**src/rtl/wdt_regs.svh**
```systemverilog
// Register offsets, reset values, write masks and timing counts.
`ifndef WDT_REGS_SVH
`define WDT_REGS_SVH

`define OFF_BOOT_CFG    12'h000
`define OFF_RUN_CFG     12'h004
`define OFF_STAGE_CFG   12'h008
`define OFF_CONTROL     12'h00c
`define OFF_STATUS      12'h010
`define OFF_IRQ_STATUS  12'h014
`define OFF_IRQ_ENABLE  12'h018
`define OFF_IRQ_CLEAR   12'h01c

`define BOOT_CFG_RST    32'h0000_0010
`define RUN_CFG_RST     32'h0000_0000
`define STAGE_CFG_RST   32'h0000_0000

`define BOOT_CFG_MASK   32'h0000_0017
`define RUN_CFG_MASK    32'h0000_0173
`define STAGE_CFG_MASK  32'h003f_0fff

`define CLK_HZ          25000000
`define TICK_CYCLES     (`CLK_HZ)
`endif

```
**src/rtl/wdt_pkg.sv**
```systemverilog
// Types shared by the watchdog.
package wdt_pkg;
    typedef enum logic [1:0] {RM_OFF, RM_ONE, RM_SINGLE, RM_REPEAT} run_mode_t;
    typedef enum logic [1:0] {EV_OFF, EV_ACPI, EV_RESET, EV_PWRBTN} event_t;
    typedef enum logic [1:0] {ST_IDLE, ST_DELAY, ST_RUN, ST_DONE} run_state_t;
endpackage

```
**src/rtl/staged_boot_runtime_watchdog.sv**
```systemverilog
// Boot-time and three-stage runtime watchdog with an APB register file.
// What this block does
// RULE1: Boot timeout disabled or 30s to 30min; the code lets boot code 7 expire at the first tick of self-test.
// RULE2: Boot watchdog counts in self-test, resets.
// RULE3: Boot watchdog halts during menu or password.
// RULE4: One-time mode disables after first event.
// RULE5: Single mode runs enabled stages once.
// RULE6: Repeated mode reruns last stage until reset.
// RULE7: Runtime disabled by default, armed before boot.
// RULE8: Optional start delay 10s to 30min.
// RULE9: Three stages; first issues selected event.
// RULE10: Stages two, three selectable or disabled.
// RULE11: Stage timeouts 1s to 30min each.
// RULE12: ACPI event means shutdown or restart.
// RULE13: Shutdown as overtemp, restart as fatal error.
// RULE14: No non-maskable interrupt action exists.
// RULE15: Software services; service restarts stage one.
// RULE16: Next enabled stage starts right after event; the code first times out a disabled stage two ahead of stage three.
//
// Added by the designer: the register offsets and the APB register port.
`timescale 1ns/1ps
`include "wdt_regs.svh"

module staged_boot_runtime_watchdog #(
    parameter int TICK_CYCLES = `TICK_CYCLES
) (
    // Clock and reset
    input  wire logic        core_clk_i,
    input  wire logic        nrst_i,
    // APB slave
    input  wire logic        psel_i,
    input  wire logic        penable_i,
    input  wire logic        pwrite_i,
    input  wire logic [11:0] paddr_i,
    input  wire logic [31:0] pwdata_i,
    output logic      [31:0] prdata_o,
    output logic             pready_o,
    output logic             pslverr_o,
    // Boot phase status from firmware
    input  wire logic        post_active_i,
    input  wire logic        user_wait_i,
    // Actions
    output logic             sys_reset_o,
    output logic             pwr_button_o,
    output logic             overtemp_note_o,
    output logic             acpi_fatal_o,
    output logic             irq_o
);
    import wdt_pkg::*;

    // Seconds per selector code; code 0 stands for disabled where allowed.
    function automatic logic [10:0] boot_sec(input logic [2:0] c); // RULE1
        case (c)
            3'h1: boot_sec = 11'd30;
            3'h2: boot_sec = 11'd60;
            3'h3: boot_sec = 11'd120;
            3'h4: boot_sec = 11'd300;
            3'h5: boot_sec = 11'd600;
            3'h6: boot_sec = 11'd1800;
            default: boot_sec = 11'd0;
        endcase
    endfunction
    function automatic logic [10:0] delay_sec(input logic [2:0] c); // RULE8
        case (c)
            3'h1: delay_sec = 11'd10;
            3'h2: delay_sec = 11'd30;
            3'h3: delay_sec = 11'd60;
            3'h4: delay_sec = 11'd120;
            3'h5: delay_sec = 11'd300;
            3'h6: delay_sec = 11'd600;
            3'h7: delay_sec = 11'd1800;
            default: delay_sec = 11'd0;
        endcase
    endfunction
    function automatic logic [10:0] stage_sec(input logic [3:0] c); // RULE11
        case (c)
            4'h0: stage_sec = 11'd1;
            4'h1: stage_sec = 11'd2;
            4'h2: stage_sec = 11'd5;
            4'h3: stage_sec = 11'd10;
            4'h4: stage_sec = 11'd30;
            4'h5: stage_sec = 11'd60;
            4'h6: stage_sec = 11'd120;
            4'h7: stage_sec = 11'd300;
            4'h8: stage_sec = 11'd600;
            default: stage_sec = 11'd1800;
        endcase
    endfunction

    // Configuration registers.
    logic [31:0] boot_cfg_r;
    logic [31:0] run_cfg_r;
    logic [31:0] stage_cfg_r;
    logic [2:0]  irq_stat_r;
    logic [2:0]  irq_en_r;

    // Boot config: [2:0] timeout code, [4] halt on user interaction.
    wire  [2:0]  boot_code   = boot_cfg_r[2:0];
    wire         halt_user   = boot_cfg_r[4];
    // Run config: [1:0] mode, [6:4] delay code, [8] ACPI restart.
    wire run_mode_t run_mode = run_mode_t'(run_cfg_r[1:0]);
    wire  [2:0]  delay_code  = run_cfg_r[6:4];
    wire         acpi_restart = run_cfg_r[8];

    // APB decode.
    wire         acc   = psel_i & penable_i;
    wire         wr    = acc & pwrite_i;
    wire         hit_boot  = paddr_i == `OFF_BOOT_CFG;
    wire         hit_run   = paddr_i == `OFF_RUN_CFG;
    wire         hit_stage = paddr_i == `OFF_STAGE_CFG;
    wire         hit_ctrl  = paddr_i == `OFF_CONTROL;
    wire         hit_stat  = paddr_i == `OFF_STATUS;
    wire         hit_ist   = paddr_i == `OFF_IRQ_STATUS;
    wire         hit_ien   = paddr_i == `OFF_IRQ_ENABLE;
    wire         hit_iclr  = paddr_i == `OFF_IRQ_CLEAR;
    wire         mapped = hit_boot | hit_run | hit_stage | hit_ctrl |
                          hit_stat | hit_ist | hit_ien | hit_iclr;
    // Control: bit0 arms runtime watchdog, bit1 services it.
    wire         arm_w     = wr & hit_ctrl & pwdata_i[0];
    wire         service_w = wr & hit_ctrl & pwdata_i[1];

    assign pready_o  = 1'b1;
    assign pslverr_o = acc & ~mapped;

    // Seconds prescaler shared by both watchdogs. It runs freely, so a
    // count that starts between ticks may end up to one second early.
    logic [31:0] pre_r;
    wire         tick = pre_r == 32'(TICK_CYCLES - 1);
    always_ff @(posedge core_clk_i)
    begin
        if (!nrst_i || tick) pre_r <= '0;
        else                 pre_r <= pre_r + 32'h1;
    end

    // Boot watchdog.
    logic [10:0] boot_cnt_r;
    logic        boot_fired_r;
    // A halt freezes the count instead of clearing it, so a long menu
    // visit does not hand the boot a fresh budget.
    wire         boot_halt = halt_user & user_wait_i; // RULE3
    wire         boot_run  = (boot_code != 3'h0) && post_active_i &&
                             !boot_fired_r; // RULE2
    wire         boot_exp  = boot_run && !boot_halt && tick &&
                             (boot_cnt_r + 11'h1 >= boot_sec(boot_code));
    always_ff @(posedge core_clk_i)
    begin
        if (!nrst_i || !post_active_i)
        begin
            boot_cnt_r   <= '0;
            boot_fired_r <= 1'b0;
        end
        else if (boot_exp)
            boot_fired_r <= 1'b1; // RULE2
        else if (boot_run && !boot_halt && tick)
            boot_cnt_r <= boot_cnt_r + 11'h1;
    end

    // Runtime watchdog; stage cfg: [3:0]/[7:4]/[11:8] timeout codes,
    // [17:16]/[19:18]/[21:20] events per stage.
    run_state_t  rs_r;
    logic [1:0]  stage_r;
    logic [10:0] rcnt_r;
    wire  [3:0]  tcode  = stage_cfg_r[stage_r*4 +: 4];
    wire  event_t cur_ev = event_t'(stage_cfg_r[16 + stage_r*2 +: 2]);
    wire  event_t ev2    = event_t'(stage_cfg_r[19:18]);
    wire  event_t ev3    = event_t'(stage_cfg_r[21:20]);
    // Stage 1 always acts; a disabled code there means ACPI.
    wire  event_t fire_ev = (stage_r == 2'd0 && cur_ev == EV_OFF) ?
                            EV_ACPI : cur_ev; // RULE9
    // A disabled stage two ahead of an enabled stage three still times
    // out with no action, setting only irq status [1], before stage three starts.
    wire  [1:0]  last_stage = (ev3 != EV_OFF) ? 2'd2 :
                              (ev2 != EV_OFF) ? 2'd1 : 2'd0; // RULE10
    wire         delay_done = rcnt_r + 11'h1 >= delay_sec(delay_code);
    wire         stage_exp  = rs_r == ST_RUN && tick &&
                              rcnt_r + 11'h1 >= stage_sec(tcode);
    // A service in the expiry cycle wins, so a just-in-time service
    // never triggers an action.
    wire         run_fire   = stage_exp && !service_w;

    always_ff @(posedge core_clk_i)
    begin
        if (!nrst_i)
        begin
            rs_r    <= ST_IDLE; // RULE7
            stage_r <= 2'd0;
            rcnt_r  <= '0;
        end
        else
        begin
            unique case (rs_r)
                // Arming is heard only while stopped, so a stray write
                // cannot restart a running sequence.
                ST_IDLE, ST_DONE:
                    if (arm_w && run_mode != RM_OFF)
                    begin
                        rcnt_r  <= '0;
                        stage_r <= 2'd0;
                        rs_r    <= (delay_code != 3'h0) ? ST_DELAY
                                                        : ST_RUN; // RULE8
                    end
                ST_DELAY:
                    if (tick)
                    begin
                        rcnt_r <= delay_done ? 11'h0 : rcnt_r + 11'h1;
                        if (delay_done) rs_r <= ST_RUN;
                    end
                ST_RUN:
                    if (service_w)
                    begin
                        rcnt_r  <= '0; // RULE15
                        stage_r <= 2'd0;
                    end
                    else if (stage_exp)
                    begin
                        rcnt_r <= '0;
                        if (run_mode == RM_ONE)
                            rs_r <= ST_DONE; // RULE4
                        else if (stage_r != last_stage)
                            stage_r <= stage_r + 2'd1; // RULE16
                        else if (run_mode == RM_SINGLE)
                            rs_r <= ST_DONE; // RULE5
                        // Repeated mode stays on the last stage.
                    end // RULE6
                    else if (tick)
                        rcnt_r <= rcnt_r + 11'h1;
            endcase
        end
    end

    // Action pulses; only ACPI, reset and power button exist.
    logic        sys_reset_r;
    logic        pwr_button_r;
    logic        overtemp_r;
    logic        fatal_r;
    wire         acpi_fire = run_fire && fire_ev == EV_ACPI; // RULE14
    always_ff @(posedge core_clk_i)
    begin
        if (!nrst_i)
        begin
            sys_reset_r  <= 1'b0;
            pwr_button_r <= 1'b0;
            overtemp_r   <= 1'b0;
            fatal_r      <= 1'b0;
        end
        else
        begin
            sys_reset_r  <= boot_exp ||
                            (run_fire && fire_ev == EV_RESET);
            pwr_button_r <= run_fire && fire_ev == EV_PWRBTN;
            overtemp_r   <= acpi_fire && !acpi_restart; // RULE12 RULE13
            fatal_r      <= acpi_fire && acpi_restart; // RULE12 RULE13
        end
    end
    assign sys_reset_o     = sys_reset_r;
    assign pwr_button_o    = pwr_button_r;
    assign overtemp_note_o = overtemp_r;
    assign acpi_fatal_o    = fatal_r;

    // Interrupt events: [0] boot expiry, [1] runtime stage event,
    // [2] runtime watchdog finished. Set wins over clear.
    wire  [2:0]  ev_set = {run_fire &&
                           (run_mode == RM_ONE ||
                            (run_mode == RM_SINGLE &&
                             stage_r == last_stage)),
                           run_fire, boot_exp};
    wire  [2:0]  clr    = (wr && hit_iclr) ? pwdata_i[2:0] : 3'h0;
    always_ff @(posedge core_clk_i)
    begin
        if (!nrst_i)
        begin
            boot_cfg_r  <= `BOOT_CFG_RST;
            run_cfg_r   <= `RUN_CFG_RST;
            stage_cfg_r <= `STAGE_CFG_RST;
            irq_en_r    <= 3'h0;
            irq_stat_r  <= 3'h0;
        end
        else
        begin
            if (wr && hit_boot)  boot_cfg_r  <= pwdata_i & `BOOT_CFG_MASK;
            if (wr && hit_run)   run_cfg_r   <= pwdata_i & `RUN_CFG_MASK;
            if (wr && hit_stage) stage_cfg_r <= pwdata_i & `STAGE_CFG_MASK;
            if (wr && hit_ien)   irq_en_r    <= pwdata_i[2:0];
            irq_stat_r <= (irq_stat_r & ~clr) | ev_set;
        end
    end
    assign irq_o = |(irq_stat_r & irq_en_r);

    // Read data selection.
    wire  [31:0] status_w = {20'h0, rcnt_r[10:0] == 11'h0 ? 1'b0 : 1'b1,
                             boot_fired_r, stage_r, 6'h0, rs_r};
    wire  [31:0] rd_mux =
        hit_boot  ? boot_cfg_r  :
        hit_run   ? run_cfg_r   :
        hit_stage ? stage_cfg_r :
        hit_stat  ? status_w    :
        hit_ist   ? {29'h0, irq_stat_r} :
        hit_ien   ? {29'h0, irq_en_r} : 32'h0;
    // Read data is captured in the setup cycle and shown during the
    // access phase, so it comes from a flip-flop with no wait state.
    logic [31:0] prdata_r;
    wire         rd_setup = psel_i & ~penable_i & ~pwrite_i;
    always_ff @(posedge core_clk_i)
    begin
        if (!nrst_i) prdata_r <= 32'h0;
        else         prdata_r <= rd_setup ? rd_mux : 32'h0;
    end
    assign prdata_o = prdata_r;

endmodule // staged_boot_runtime_watchdog

```
**config.mk**
```make
export PLATFORM = sky130hd
export DESIGN_NAME = staged_boot_runtime_watchdog
export DESIGN_NICKNAME = d
export VERILOG_FILES = /design/src/rtl/wdt_pkg.sv /design/src/rtl/staged_boot_runtime_watchdog.sv
export VERILOG_INCLUDE_DIRS = /design/src /design/src/rtl
export SDC_FILE = /design/constraint.sdc
export NUM_CORES = 1
export LEC_CHECK = 0
export ABC_AREA = 0
export BUFFER_PORTS_ARGS = -buffer_cell sky130_fd_sc_hd__buf_2
export CAP_MARGIN = 20
export CORE_MARGIN = 3
export CORE_UTILIZATION = 55
export CTS_BUF_LIST = sky130_fd_sc_hd__clkbuf_2 sky130_fd_sc_hd__clkbuf_4 sky130_fd_sc_hd__clkbuf_8
export DETAILED_ROUTE_END_ITERATION = 8
export PLACE_DENSITY = 0.8
export SLEW_MARGIN = 20
export SYNTH_ARGS = -nofsm -noshare
export SYNTH_HDL_FRONTEND = slang
export SYNTH_SLANG_ARGS = --single-unit
export TNS_END_PERCENT = 10
```
**constraint.sdc**
```tcl
create_clock -name core_clk_i -period 4 [get_ports core_clk_i]
set_input_delay 0.6 -clock core_clk_i [delete_from_list [all_inputs] [get_ports core_clk_i]]
set_output_delay 0.6 -clock core_clk_i [all_outputs]
set_load 0.05 [all_outputs]
```
==> results by group <==
Route
  – # DRC: 0
  – TritonRoute pass-1 iters: 6
  – DR vias/cell: around 5.8
  – Detail Route Antenna Nets: 0
  – Vias: between 5000 and 6000
  – DRT iter0 DRCs: ~450
  – Avg WL per Cell: 15.6 um
  – Final wirelength: 15600 um

Clock tree
  – Clock tree from TritonCTS: done
  – Clock tree root buffer cell: clkbuf_8
  – Skew-Pair Late Insertion Delay: around 460 ps
  – Post-CTS setup buffer count: 0
  – Clock sinks: 115
  – Worst-path clk slew: 70 ps
  – CTS H-tree lvls: 4
  – CTS Buf Count: 17
  – Max clock buf depth: 2

Global routing
  – Number of global-route vias before repair: 5642
  – Grt total ovfl: 0
  – Total track usage: between 20 and 30%
  – First-pass GRT wire length: roughly 27000 um
  – Antenna violations before repair: 0
  – Pin count of the biggest net entering global routing: 57

STA
  – Max Clk Rate: ~0.27 GHz
  – RSZ-0062 raised after global routing: true
  – Pins over their slew limit: 0
  – Final period util: ~92%
  – Slew @ Worst Pin: roughly 1000 ps
  – Slew headroom: 33.5%
  – Final Hold Viols: 0
  – Final WS setup: about 330 ps
  – # setup viols final: 0
  – Clock Skews: roughly 11 ps
  – Final min period: about 3700 ps

Finish
  – Area growth syn-to-layout: 11.9%
  – Share of layout cells above drive strength 1: 13.9%
  – Diodes inserted: 0
  – Area of the multi-input gates: a little under 0.004 sq mm
  – Filler instances: 982
  – Final core utilization: about two thirds
  – Register area: roughly 0.0023 sq mm
  – Final #Nets: between 900 and 1000

Worst setup path
  – Family with the most delay on the worst path: compound AO/OA/AOI/OAI gates
  – Crit path launch: stage_r[1]$_SDFFE_PN0P_
  – WP buf/inv: 1
  – WP data required: between 4000 and 5000 ps
  – CP max stage delay: about 560 ps
  – CP Cell Sequence: nor2b_2, nand2_1, o21ai_1, inv_1, nor2_1, nand2_1, o21ai_0, nand2_1, ha_1, o2111a_1, o31ai_1, a31oi_1, o211ai_1, a21oi_1, o21ai_0, and2_1
  – Worst r2r src: stage_r[1]$_SDFFE_PN0P_
  – CP Launch Type: register
  – WP data arrival: 4070 ps
  – CP endpoint kind: register
  – CP Class: register to register
  – Critical path's slowest cell: dfxtp_1
  – CP most frequent cell: nand2_1
  – Critical path fanouts, max: 13

Floorplanning
  – Site Rows: 38
  – Io pins: 90
  – Die H: ~110 um
  – Die area: ~0.013 sq mm
  – Core Footprint: 0.0111 sq mm
  – Overall die width: 114 um
  – Initial Util: about 58%

Synthesis
  – Synth Instances: 796
  – Syn_area_per_cell: a little over 8 sq um
  – Post-synthesis async set-or-reset flop share: 0%
  – Post-Syn Area: 0.00643 sq mm
  – Share of the yosys chip area belonging to registers: 35.8%
  – Number of distinct library cells after synthesis: 69
  – YS warnings: 0
  – Post-synth EDFFs: 0
  – Main flop type after synthesis: dfxtp_1
  – Synthesized flop and latch total: approximately 120

Power
  – Worst VDD drop: ~0.0003 V
  – P_leak: 0.00283 uW
  – Pwr dens: approximately 330 mW/mm^2

Min path
  – Hold Crit Start: pwdata_i[16]
  – Worst min path class: primary input to register

Placement
  – PortBufs: 60
  – GP Congestion: between 0.9 and 1
  – Pre-CTS worst setup slack: roughly 210 ps
  – DPL Wire Length: between 10000 and 15000 um

Flow run
  – Max-cap violations: 0

Run status
  – Outcome: finished clean
## flip-flops by register name, indices dropped and copies added (netlist names), 3 cells and up
| register | flops |
|---|---|
| irq_en_r | 3 |
| stage_cfg_r | 18 |
| pre_r | 32 |
| boot_cfg_r | 4 |
| boot_cnt_r | 11 |
| prdata_o | 18 |
| irq_stat_r | 3 |
| rcnt_r | 11 |
| run_cfg_r | 6 |
## logic make-up (layout without fill, tap and decap cells)
family                   Yosys count  after routing  synth area share, %
AO/OA/AOI/OAI                    147            147                 16.0
XOR/XNOR                          60             60                 8.17
buffers and inverters             73            123                 5.37
flip-flops                       115            115                 35.8
AND/OR/NAND/NOR                  357            357                 26.7
adder cells (fa/ha/maj)           34             34                 6.61
multiplexers                       8              8                 1.26
other                              2             15                0.117
## repair_timing
action | in CTS | in global routing
gates resized for setup | 0 | 4
setup endpoints to repair | 0 | 17
hold buffers | 0 | 0
endpoints found under the hold margin | 0 | 0
## worst min-delay path, cell delays in order
cell      delay [ps]
buf_2             90
nand2_1           40
a21boi_0          60
## metrics by stage
stage	std cells	setup TNS (ps)	total power [uW]	cell area (sq um)	hold slack [ps]
floorplan	809	0	1250	6480	425
global placement	967	0	1270	6770	452
detailed placement	967	0	1270	6770	463
CTS	999	0	2410	7190	375
global route	999	-73.5	2480	7200	367
finish	999	0	2400	7200	392
## Yosys cell counts, types with 4 or more instances
cell type | instances | share of area, %
xnor2_1 | 14 | 1.9
nor3_1 | 13 | 1.0
nand4_1 | 15 | 1.5
or3_1 | 5 | 0.49
o31ai_1 | 4 | 0.47
nor4_1 | 4 | 0.39
a21oi_1 | 20 | 1.6
o21a_1 | 6 | 0.70
inv_1 | 23 | 1.3
dfxtp_1 | 115 | 36
nor2_1 | 79 | 4.6
a22oi_1 | 8 | 0.93
and2_1 | 13 | 1.3
nand2_1 | 126 | 7.4
and3_1 | 20 | 1.9
xor2_1 | 46 | 6.3
mux2i_1 | 7 | 1.1
a21boi_0 | 35 | 4.1
ha_1 | 34 | 6.6
o211ai_1 | 6 | 0.70
nand3_1 | 44 | 3.4
buf_4 | 18 | 2.1
nand2b_1 | 8 | 0.78
a21o_1 | 6 | 0.70
nor2b_1 | 6 | 0.58
o21ai_0 | 26 | 2.0
clkbuf_1 | 29 | 1.7
a222oi_1 | 4 | 0.62
## layer usage
metal / vias to the layer above / share of wire [%] / GRT usage, %
met1: 2724 / 42 / 30.4
met5: - / 0 / 0
met4: 0 / 2.0 / 9.34
met2: 158 / 50 / 43.4
met3: 37 / 5.7 / 6.98
li1: 2849 / - / -
## report_power, final
group	internal [uW]	total, uW	leakage (uW)	switching [uW]
logic	24.5	93.7	0.00170	69.2
clock network	656	1160	0.000209	500
registers	1150	1150	0.000927	2.75
## cell usage in the layout, fill, tap and decap left out, drive strengths merged, types with 7 or more instances in the layout
cell	instances
conb	15
nand2b	8
dfxtp	115
xnor2	14
a21oi	21
nand2	126
a22oi	8
a21boi	36
nand4	15
ha	34
and3	21
buf	68
clkbuf	20
mux2i	7
o21ai	28
nor3	13
xor2	46
nor2	79
and2	14
inv	25
nand3	44
## area by class of cell
class | instances | share of cell area [%]
inverter | 23 | 1.20
multi-input combinational | 621 | 53.5
clock buffer | 20 | 3.74
timing repair buffer | 68 | 5.01
sequential | 115 | 32.0
clock inverter | 12 | 2.14
tap | 140 | 2.43
## final timing paths
path / endpoint / cells past startpoint / slack, ps
worst max register to register: rcnt_r[0]$_SDFFE_PN0P_ / 16 / 330
worst min-delay path: stage_cfg_r[16]$_SDFFE_PN0P_ / 3 / 390
worst min register to register: pre_r[0]$_SDFF_PP0_ / 1 / 480
worst max-delay path: rcnt_r[0]$_SDFFE_PN0P_ / 16 / 330
Note: power is estimated with default switching activity, not from simulation.
